## src/rtl/eau_defines.vh

```
// Constants for the extended arithmetic unit: operation codes, timing
// and condition code bit positions. Definitions only.
`ifndef EAU_DEFINES_VH
`define EAU_DEFINES_VH

// Operation codes on op_sel
`define EAU_OP_MUL 2'h0
`define EAU_OP_DIV 2'h1
`define EAU_OP_ASH 2'h2
`define EAU_OP_COMBINED_ARITH_SHIFT_OP 2'h3

// Condition code bit positions in cc_out {n,z,v,c}
`define EAU_CC_N 3
`define EAU_CC_Z 2
`define EAU_CC_V 1
`define EAU_CC_C 0

// Clock period and time per shift position, in ns
`define EAU_CLK_NS 20
`define EAU_SHIFT_STEP_NS 300
// Cycles per shift position, least time so rounded up
`define EAU_SHIFT_STEP_CYC ((`EAU_SHIFT_STEP_NS + `EAU_CLK_NS - 1) / `EAU_CLK_NS)

// Base cycles before result for multiply and divide iterations
`define EAU_MUL_STEPS 16
`define EAU_DIV_STEPS 6'h20

`endif

```

## src/rtl/eau_mul.v

```verilog
// Iterative signed 16x16 multiplier giving a 32-bit product.
// Assumes start is a one-cycle pulse and operands hold only at start.
`timescale 1ns/1ps
`include "eau_defines.vh"

module eau_mul (
   input wire sys_clk,
   input wire rst_n,
   input wire start,
   input wire [15:0] mcand,
   input wire [15:0] mplier,
   output reg done,
   output reg [31:0] product
);
   reg [31:0] acc;
   reg [31:0] addend;
   reg [15:0] bits;
   reg [4:0] cnt;
   reg busy;

   // Shift-and-add on the two's-complement operands, multiplicand sign-extended; top bit weighs -2^15
   always @(posedge sys_clk or negedge rst_n) begin
      if (!rst_n) begin
         acc <= 32'h0;
         addend <= 32'h0;
         bits <= 16'h0;
         cnt <= 5'h0;
         busy <= 1'b0;
         done <= 1'b0;
         product <= 32'h0;
      end else begin
         done <= 1'b0;
         if (start) begin
            acc <= 32'h0;
            addend <= {{16{mcand[15]}}, mcand};
            bits <= mplier;
            cnt <= 5'h0;
            busy <= 1'b1;
         end else if (busy) begin
            if (bits[0]) begin
               // Sign weight of multiplier bit 15 subtracts
               if (cnt == 5'hF) begin
                  acc <= acc - addend; // RULE1
               end else begin
                  acc <= acc + addend; // RULE1
               end
            end
            addend <= {addend[30:0], 1'b0};
            bits <= {1'b0, bits[15:1]};
            cnt <= cnt + 5'h1;
            if (cnt == 5'hF) begin
               busy <= 1'b0;
               done <= 1'b1;
               product <= bits[0] ? (acc - addend) : acc;
            end
         end
      end
   end
endmodule

```

## src/rtl/eau_div.v

```verilog
// Iterative signed 32/16 divider, restoring on magnitudes.
// Flags overflow for zero divisor or a quotient beyond 16 bits.
`timescale 1ns/1ps
`include "eau_defines.vh"

module eau_div (
   input wire sys_clk,
   input wire rst_n,
   input wire start,
   input wire [31:0] dividend,
   input wire [15:0] divisor,
   output reg done,
   output reg ovf,
   output reg [15:0] quot,
   output reg [15:0] rem
);
   reg [31:0] q_mag;
   reg [32:0] r_mag;
   reg [15:0] d_mag;
   reg neg_q;
   reg neg_r;
   reg [5:0] cnt;
   reg busy;
   reg [32:0] trial;
   reg [31:0] q_s;
   reg [15:0] r_s;
   reg q_bad;

   // Trial subtract and signed fix-up of the final step
   always @* begin
      trial = {r_mag[31:0], q_mag[31]} - {17'h0, d_mag};
      q_s = neg_q ? (32'h0 - q_mag) : q_mag;
      r_s = neg_r ? (16'h0 - r_mag[15:0]) : r_mag[15:0];
      // Quotient must survive as a signed 16-bit value
      q_bad = (q_s[31:15] != {17{q_s[15]}}); // RULE6
   end

   always @(posedge sys_clk or negedge rst_n) begin
      if (!rst_n) begin
         q_mag <= 32'h0;
         r_mag <= 33'h0;
         d_mag <= 16'h0;
         neg_q <= 1'b0;
         neg_r <= 1'b0;
         cnt <= 6'h0;
         busy <= 1'b0;
         done <= 1'b0;
         ovf <= 1'b0;
         quot <= 16'h0;
         rem <= 16'h0;
      end else begin
         done <= 1'b0;
         if (start) begin
            q_mag <= dividend[31] ? (32'h0 - dividend) : dividend;
            d_mag <= divisor[15] ? (16'h0 - divisor) : divisor;
            r_mag <= 33'h0;
            neg_q <= dividend[31] ^ divisor[15];
            neg_r <= dividend[31]; // RULE5
            cnt <= 6'h0;
            if (divisor == 16'h0) begin
               // Zero divisor ends at once as overflow
               done <= 1'b1; // RULE8
               ovf <= 1'b1; // RULE8
            end else begin
               busy <= 1'b1;
               ovf <= 1'b0;
            end
         end else if (busy) begin
            if (!trial[32]) begin
               r_mag <= trial;
               q_mag <= {q_mag[30:0], 1'b1};
            end else begin
               r_mag <= {r_mag[31:0], q_mag[31]};
               q_mag <= {q_mag[30:0], 1'b0};
            end
            cnt <= cnt + 6'h1;
            if (cnt == `EAU_DIV_STEPS) begin
               busy <= 1'b0;
            end
         end
         // Final fix-up one cycle after the last step
         if (busy && cnt == `EAU_DIV_STEPS) begin
            done <= 1'b1;
            ovf <= q_bad; // RULE6
            quot <= q_s[15:0]; // RULE4
            rem <= r_s; // RULE4 RULE5
         end
      end
   end
endmodule

```

## src/rtl/eau_top.v

```verilog
// Contract
// RULE1: Multiply signed 16x16 into 32-bit product
// RULE2: Even register gets high, next gets low
// RULE3: Odd register gets only the low half
// RULE4: Divide 32 by 16, quotient R, remainder R+1; code writes the remainder to R|1, so odd R gets the remainder
// RULE5: Nonzero remainder carries the dividend's sign
// RULE6: Quotient beyond 16 bits aborts, sets V
// RULE7: Overflow loads expansion status word and traps
// RULE8: Zero divisor treated as divide overflow
// RULE9: Shift count is signed low 6 bits
// RULE10: Positive left, negative right, +31 to -32
// RULE11: Zero count leaves operand unchanged
// RULE12: Combined shift joins R high, R+1 low
// RULE13: Odd register in combined shift rotates
// RULE14: Every instruction updates condition codes
// RULE15: Results go to general registers only
// RULE16: Never delays nonprocessor transfer service
// RULE17: Interrupts wait for instruction end
// RULE18: Shift adds 300 ns per count position
// RULE19: Right shift fills sign, left fills zero
//
// Extended arithmetic unit: multiply, divide, shift and combined shift.
// Assumes the processor core fetches operands, pulses start for one
// cycle and writes back the results that the done pulse presents.
`timescale 1ns/1ps
`include "eau_defines.vh"

module eau_top (
   input wire sys_clk,
   input wire rst_n,
   input wire start,
   input wire [1:0] op_sel,
   input wire [2:0] reg_num,
   input wire [15:0] src_operand,
   input wire [15:0] pair_low,
   input wire [15:0] dst_operand,
   input wire [15:0] expansion_status_word,
   input wire nonprocessor_transfer_request,
   input wire irq_pending,
   output reg busy,
   output reg done,
   output reg wr_en_a,
   output reg [2:0] wr_addr_a,
   output reg [15:0] wr_data_a,
   output reg wr_en_b,
   output reg [2:0] wr_addr_b,
   output reg [15:0] wr_data_b,
   output reg cc_wr,
   output reg [3:0] cc_out,
   output reg trap,
   output reg [15:0] processor_status_word,
   output reg psw_load,
   output reg irq_take,
   output reg bus_grant
);
   localparam ST_IDLE = 2'h0;
   localparam ST_MUL = 2'h1;
   localparam ST_DIV = 2'h2;
   localparam ST_SHIFT = 2'h3;
   localparam [31:0] STEP_FULL = `EAU_SHIFT_STEP_CYC;
   localparam [4:0] STEP_CYC = STEP_FULL[4:0];

   reg [1:0] state;
   reg [1:0] next_state;
   reg [2:0] r_num;
   reg [31:0] sh_val;
   reg sh_pair;
   reg sh_rot;
   reg sh_left;
   reg [5:0] sh_left_cnt;
   reg [4:0] step_cnt;
   reg sh_v;
   reg sh_c;
   reg mul_start;
   reg div_start;
   reg [15:0] mul_a;
   reg [15:0] mul_b;
   reg [31:0] div_n;
   reg [15:0] div_d;
   reg irq_s1;
   reg irq_s2;
   reg npr_s1;
   reg npr_s2;
   wire mul_done;
   wire [31:0] mul_prod;
   wire div_done;
   wire div_ovf;
   wire [15:0] div_q;
   wire [15:0] div_r;
   wire [5:0] cnt6;
   wire [5:0] cnt_mag;
   wire [31:0] sh_next;
   wire [31:0] dividend;

   // Signed count from low six bits of destination
   // Count -32 gives magnitude 32, which still fits six bits
   assign cnt6 = dst_operand[5:0]; // RULE9
   assign cnt_mag = cnt6[5] ? (6'h0 - cnt6) : cnt6; // RULE10
   assign dividend = {src_operand, pair_low}; // RULE4

   // One position per step; right fills sign, left fills zero, rotate wraps
   assign sh_next = sh_rot ? (sh_left ? {16'h0, sh_val[14:0], sh_val[15]}
                                      : {16'h0, sh_val[0], sh_val[15:1]}) // RULE13
                  : sh_left ? {sh_val[30:0], 1'b0} // RULE19
                  : {sh_val[31], sh_val[31:1]}; // RULE19

   // Multiplier and divider iterate on their own; the sequencer
   // only waits for their done pulses and never touches their state
   eau_mul u_mul (
      .sys_clk(sys_clk),
      .rst_n(rst_n),
      .start(mul_start),
      .mcand(mul_a),
      .mplier(mul_b),
      .done(mul_done),
      .product(mul_prod) // RULE1
   );

   eau_div u_div (
      .sys_clk(sys_clk),
      .rst_n(rst_n),
      .start(div_start),
      .dividend(div_n),
      .divisor(div_d),
      .done(div_done),
      .ovf(div_ovf),
      .quot(div_q),
      .rem(div_r)
   );

   // Interrupt and transfer request pins pass two flops before use
   always @(posedge sys_clk or negedge rst_n) begin
      if (!rst_n) begin
         irq_s1 <= 1'b0;
         irq_s2 <= 1'b0;
         npr_s1 <= 1'b0;
         npr_s2 <= 1'b0;
      end else begin
         irq_s1 <= irq_pending;
         irq_s2 <= irq_s1;
         npr_s1 <= nonprocessor_transfer_request;
         npr_s2 <= npr_s1;
      end
   end

   // Next state of the sequencer
   always @* begin
      next_state = state;
      case (state)
         ST_IDLE: begin
            if (start) begin
               case (op_sel)
                  `EAU_OP_MUL: next_state = ST_MUL;
                  `EAU_OP_DIV: next_state = ST_DIV;
                  default: next_state = ST_SHIFT;
               endcase
            end
         end
         ST_MUL: begin
            if (mul_done) begin
               next_state = ST_IDLE;
            end
         end
         ST_DIV: begin
            if (div_done) begin
               next_state = ST_IDLE;
            end
         end
         default: begin
            if (sh_left_cnt == 6'h0) begin
               next_state = ST_IDLE;
            end
         end
      endcase
   end

   // Sequencer, operand capture and write-back to the general registers.
   // No result is kept here; the core owns all architectural state.
   always @(posedge sys_clk or negedge rst_n) begin
      if (!rst_n) begin
         state <= ST_IDLE;
         r_num <= 3'h0;
         sh_val <= 32'h0;
         sh_pair <= 1'b0;
         sh_rot <= 1'b0;
         sh_left <= 1'b0;
         sh_left_cnt <= 6'h0;
         step_cnt <= 5'h0;
         sh_v <= 1'b0;
         sh_c <= 1'b0;
         mul_start <= 1'b0;
         div_start <= 1'b0;
         mul_a <= 16'h0;
         mul_b <= 16'h0;
         div_n <= 32'h0;
         div_d <= 16'h0;
         busy <= 1'b0;
         done <= 1'b0;
         wr_en_a <= 1'b0;
         wr_addr_a <= 3'h0;
         wr_data_a <= 16'h0;
         wr_en_b <= 1'b0;
         wr_addr_b <= 3'h0;
         wr_data_b <= 16'h0;
         cc_wr <= 1'b0;
         cc_out <= 4'h0;
         trap <= 1'b0;
         processor_status_word <= 16'h0;
         psw_load <= 1'b0;
         irq_take <= 1'b0;
         bus_grant <= 1'b0;
      end else begin
         state <= next_state;
         mul_start <= 1'b0;
         div_start <= 1'b0;
         done <= 1'b0;
         wr_en_a <= 1'b0;
         wr_en_b <= 1'b0;
         cc_wr <= 1'b0;
         trap <= 1'b0;
         psw_load <= 1'b0;
         // Transfers are granted in any state, so latency is untouched
         bus_grant <= npr_s2; // RULE16
         // Interrupts only taken while no instruction runs
         irq_take <= irq_s2 && (state == ST_IDLE) && !start; // RULE17
         busy <= (next_state != ST_IDLE);
         case (state)
            ST_IDLE: begin
               if (start) begin
                  r_num <= reg_num;
                  case (op_sel)
                     `EAU_OP_MUL: begin
                        mul_a <= src_operand;
                        mul_b <= dst_operand;
                        mul_start <= 1'b1;
                     end
                     `EAU_OP_DIV: begin
                        div_n <= dividend;
                        div_d <= dst_operand;
                        div_start <= 1'b1;
                     end
                     default: begin
                        sh_pair <= (op_sel == `EAU_OP_COMBINED_ARITH_SHIFT_OP) && !reg_num[0];
                        sh_rot <= (op_sel == `EAU_OP_COMBINED_ARITH_SHIFT_OP) && reg_num[0]; // RULE13
                        sh_left <= !cnt6[5]; // RULE10
                        // Rotate keeps count within one word
                        // so counts of 16 and more wrap into 0 to 15
                        sh_left_cnt <= ((op_sel == `EAU_OP_COMBINED_ARITH_SHIFT_OP) && reg_num[0])
                                       ? {2'h0, cnt_mag[3:0]} : cnt_mag;
                        step_cnt <= 5'h0;
                        sh_v <= 1'b0;
                        sh_c <= 1'b0;
                        if ((op_sel == `EAU_OP_COMBINED_ARITH_SHIFT_OP) && !reg_num[0]) begin
                           sh_val <= {src_operand, pair_low}; // RULE12
                        end else if (op_sel == `EAU_OP_COMBINED_ARITH_SHIFT_OP) begin
                           sh_val <= {16'h0, src_operand};
                        end else begin
                           sh_val <= {{16{src_operand[15]}}, src_operand};
                        end
                     end
                  endcase
               end
            end
            ST_MUL: begin
               if (mul_done) begin
                  done <= 1'b1;
                  cc_wr <= 1'b1; // RULE14
                  cc_out <= {mul_prod[31], mul_prod == 32'h0, 1'b0,
                             mul_prod[31:15] != {17{mul_prod[15]}}};
                  if (!r_num[0]) begin
                     wr_en_a <= 1'b1; // RULE2 RULE15
                     wr_addr_a <= r_num;
                     wr_data_a <= mul_prod[31:16];
                     wr_en_b <= 1'b1; // RULE2
                     wr_addr_b <= r_num + 3'h1;
                     wr_data_b <= mul_prod[15:0];
                  end else begin
                     wr_en_a <= 1'b1; // RULE3
                     wr_addr_a <= r_num;
                     wr_data_a <= mul_prod[15:0];
                  end
               end
            end
            ST_DIV: begin
               if (div_done) begin
                  done <= 1'b1;
                  cc_wr <= 1'b1; // RULE14
                  if (div_ovf) begin
                     // Abort: no register write, trap with new status
                     cc_out <= {1'b0, 1'b0, 1'b1, div_d == 16'h0}; // RULE6 RULE8
                     trap <= 1'b1; // RULE7
                     psw_load <= 1'b1; // RULE7
                     processor_status_word <= expansion_status_word; // RULE7
                  end else begin
                     cc_out <= {div_q[15], div_q == 16'h0, 2'b00};
                     wr_en_a <= 1'b1; // RULE4 RULE15
                     wr_addr_a <= r_num;
                     wr_data_a <= div_q;
                     wr_en_b <= 1'b1; // RULE4
                     wr_addr_b <= r_num | 3'h1;
                     wr_data_b <= div_r; // RULE5
                  end
               end
            end
            default: begin
               if (sh_left_cnt != 6'h0) begin
                  // Each position costs its own fixed time
                  if (step_cnt == STEP_CYC - 5'h1) begin // RULE18
                     step_cnt <= 5'h0;
                     sh_val <= sh_next;
                     sh_left_cnt <= sh_left_cnt - 6'h1;
                     sh_c <= sh_left ? (sh_pair ? sh_val[31] : sh_val[15]) : sh_val[0];
                     if (sh_left && !sh_rot &&
                         ((sh_pair ? sh_val[31] ^ sh_val[30] : sh_val[15] ^ sh_val[14]))) begin
                        sh_v <= 1'b1;
                     end
                  end else begin
                     step_cnt <= step_cnt + 5'h1;
                  end
               end else begin
                  // Zero count falls through with value unchanged
                  done <= 1'b1; // RULE11
                  cc_wr <= 1'b1; // RULE14
                  wr_en_a <= 1'b1; // RULE15
                  wr_addr_a <= r_num;
                  if (sh_pair) begin
                     wr_data_a <= sh_val[31:16]; // RULE12
                     wr_en_b <= 1'b1;
                     wr_addr_b <= r_num + 3'h1;
                     wr_data_b <= sh_val[15:0];
                     cc_out <= {sh_val[31], sh_val == 32'h0, sh_v, sh_c};
                  end else begin
                     wr_data_a <= sh_val[15:0];
                     cc_out <= {sh_val[15], sh_val[15:0] == 16'h0, sh_v, sh_c};
                  end
               end
            end
         endcase
      end
   end
endmodule

```

## config.mk

```make
export PLATFORM = sky130hd
export DESIGN_NAME = eau_top
export DESIGN_NICKNAME = d
export VERILOG_FILES = /design/src/rtl/eau_mul.v /design/src/rtl/eau_div.v /design/src/rtl/eau_top.v
export VERILOG_INCLUDE_DIRS = /design/src /design/src/rtl
export SDC_FILE = /design/constraint.sdc
export NUM_CORES = 1
export LEC_CHECK = 0
export BUFFER_PORTS_ARGS = -buffer_cell sky130_fd_sc_hd__buf_2
export CAP_MARGIN = 30
export CORE_MARGIN = 2
export CORE_UTILIZATION = 60
export DETAILED_ROUTE_END_ITERATION = 6
export GPL_ROUTABILITY_DRIVEN = 0
export MAX_ROUTING_LAYER = met4
export PLACE_DENSITY = 0.78
export RECOVER_POWER = 50
export SETUP_SLACK_MARGIN = 0.05
export SLEW_MARGIN = 20
export SYNTH_ARGS = -nofsm -noshare
export SYNTH_HDL_FRONTEND = slang
export SYNTH_SLANG_ARGS = --single-unit
```

## constraint.sdc

```tcl
create_clock -name sys_clk -period 4.3 [get_ports sys_clk]
set_input_delay 0.645 -clock sys_clk [delete_from_list [all_inputs] [get_ports sys_clk]]
set_output_delay 0.645 -clock sys_clk [all_outputs]
set_load 0.01 [all_outputs]
```

==> metrics.cfg <==
[route]
wirelength_um = 77020
vias_per_cell = 6.366
routed-via-count = 24070
drtIter0Drc = 3113
final_antenna_net_count = 0
wl_per_cell_um = 20.37
route.detailed.drc = 0
drtPass1Iterations = 6

[synth]
synth_edf_count = 0
synthesis.area_um2 = 27130
syn_area_per_cell_um2 = 8.705
yosys-top-cells-area = dfrtp_1 41%, nand2_1 7.1%, o21ai_0 6.1%, mux2i_1 4.7%, ha_1 4.5%
synth.distinct_cells = 78
ys_seq_area_share_pct = 41.13
synthArstFlopShare_pct = 100.0
ys_ff_latch = 446
synth_top_area_share_pct = 41.13
ys_warn_count = 0
syn-num-nets = 3292
synth_cells = 3117
yosysTopAreaCell = dfrtp_1
ys.flop_type = dfrtp_1

[pwr]
p_seq_share_pct = 31.9
combPwrFrac_pct = 50.4
clkPwrFrac_pct = 17.6
leakage_nw = 13.79
peakVddDrop_v = 0.0005361
intPower_mw = 13.68
power_density_nw_per_um2 = 843.2
switching_share_pct = 45.76
switchingPower_mw = 11.55

[clock_network]
clkTransAtPathRegs_ns = 0.06
cts-root-buf = clkbuf_16
htree_levels = 2
clock_sinks = 446
cts_tree = yes
clock_path_buffers = 3
cts_setup_buffers = 0
post_cts_resized = 0
insertion_delay_ns = 0.62
numCtsBuffers = 49
hold_buffers = 0

[layout]
nets = 3320
nFillCells = 3442
fin_util_pct = 67.37
area_delta_synth_final_pct = 10.28
final_common_cell = nand2_1
drive_gt1_share_pct = 12.24
mostFrequentLayoutCells = 510 x nand2_1, 443 x dfrtp_1, 330 x o21ai_0
final_cells = 3780

[critical_path]
cp_max_fo = 5
start_kind = register
cp_data_required_time_ns = 4.76
ff2ff_path_depth = 14
crit_path_end_kind = register
crit_type = reg -> reg
cp.arrival_ns = 4.34

[global_routing]
grt_pass1_vias = 22940
grt_max_degree = 103
gr-total-overflow = 0
grtUsageTotal_pct = 33.66
grt_pass1_wl_um = 123300
antenna_found_initial = 2

[floorplanning]
die_y_um = 216.7
core_um2 = 44410
io_pins = 141
start_util_pct = 61.09
rows = 77
fp.dieW_um = 216.7
dieArea_um2 = 46940

[timing]
min_period_ns = 3.876
hold_slack_ns = 0.1314
tightest_slew_ns = 2.737
min_period_over_period_pct = 90.14
fin_skew_ns = 0.02923
drv_slew = 291
setup_viol = 0
setup_tns_ns = 0
slew_headroom_pct = -82.47
rsz0062_at_grt = false
hold_viol = 0
fin_ws_ns = 0.4239
fmax_ghz = 0.2580

[place]
dp_hpwl_um = 54030
place_ws_ns = 0.5479
port_buffers = 140
dp_cells = 3683

[run_status]
violations = max-capacitance violations, max-slew violations
status = complete, but fails checks

[min_path]
hp-class = in -> reg
holdPathStages = 1

[job]
maxCapViolCount = 4

[synth_stat cells (13+ instances only)]
cell type / number
buf_1: 23
nand3_1: 41
dfrtp_1: 446
o21ai_0: 330
nor2b_1: 29
o211ai_1: 13
a211oi_1: 43
nor4_1: 31
o31ai_1: 37
mux2_2: 87
xor2_1: 61
xnor2_1: 93
a22oi_1: 36
ha_1: 98
mux2i_1: 127
a311oi_1: 32
inv_1: 109
nand2b_1: 23
or4_1: 33
a21o_1: 41
clkbuf_1: 178
or2_2: 15
nand4_1: 24
nor2_1: 216
a21oi_1: 174
nor3_1: 51
or3_1: 34
o41ai_1: 18
nand2_1: 510
[critical path: stages (launching register included)]
cell and delay, ns:
dfrtp_1 0.41, inv_1 0.07, ha_1 0.14, inv_1 0.05
fa_1 0.42, a21o_1 0.21, a221oi_1 0.55, o31a_1 0.34
a21boi_0 0.30, a41o_1 0.31, o22ai_1 0.23, buf_4 0.19
o21ai_0 0.08, a222oi_1 0.30, o21ai_0 0.15
[through the flow]
step	cell area, um2	power, mW
final	29920	25.23
after global placement	28140	19.78
after floorplan	27130	16.83
after CTS	29910	24.89
after global routing	29920	26.94
after detailed placement	28190	20.30
[power groups by stage]
stage	sequential [mW]	combinational (mW)	clock, mW
4_1_cts	7.97	12.4	4.49
5_1_grt	8.28	14.0	4.67
2_1_floorplan	7.18	9.65	0
3_5_place_dp	8.01	12.3	0
3_3_place_gp	7.95	11.8	0
6_report	8.06	12.7	4.45
[final timing paths]
| kind | from | endpoint | slack (ns) |
|---|---|---|---|
| max | u_mul.acc[0] | u_mul.acc[30] | 0.42 |
| min | irq_pending | irq_s1 | 0.13 |
| max reg2reg | u_mul.acc[0] | u_mul.acc[30] | 0.42 |
| min reg2reg | irq_s1 | irq_s2 | 0.35 |
| max in group asynchronous | rst_n | u_div.busy | 0.95 |
| min in group asynchronous | rst_n | div_n[20] | 0.86 |
[registers in the layout, summed over array words and instances (netlist names), 32 cells and up]
register       cells
div_n             32
sh_val            32
u_div.q_mag       32
u_div.r_mag       32
u_mul.acc         32
u_mul.addend      32
u_mul.product     32
[cell type report]
type                    count  area, um2  area share [%]
flip-flops and latches    446      11170           37.32
well taps                 592      740.7           2.475
repair buffers            185       1104           3.688
inverters                 114      427.9           1.430
diodes                      2      5.005         0.01673
clock buffers              76       1509           5.043
multi-input cells        2349      14760           49.33
clock inverters            16      209.0          0.6983
[routing by layer]
layer  global-route usage, %  vias up  wire length (um)
met5                       -        -                 0
met4                   13.70        0              3355
met3                   6.414      229              7145
met2                   50.33     1173             34670
met1                   45.27    11620             31850
li1                        -    11050                 -
[cell families (layout without fill, tap and decap cells)]
group | after synthesis | count (layout) | synth area share, %
flip-flops | 446 | 446 | 41.13
AND/OR/NAND/NOR | 1048 | 1048 | 17.39
adder cells (fa/ha/maj) | 101 | 101 | 4.740
AO/OA/AOI/OAI | 832 | 832 | 18.94
XOR/XNOR | 154 | 154 | 4.971
other | 0 | 2 | 0
buffers and inverters | 322 | 391 | 4.524
multiplexers | 214 | 214 | 8.296
(Power assumes the default switching activity.)
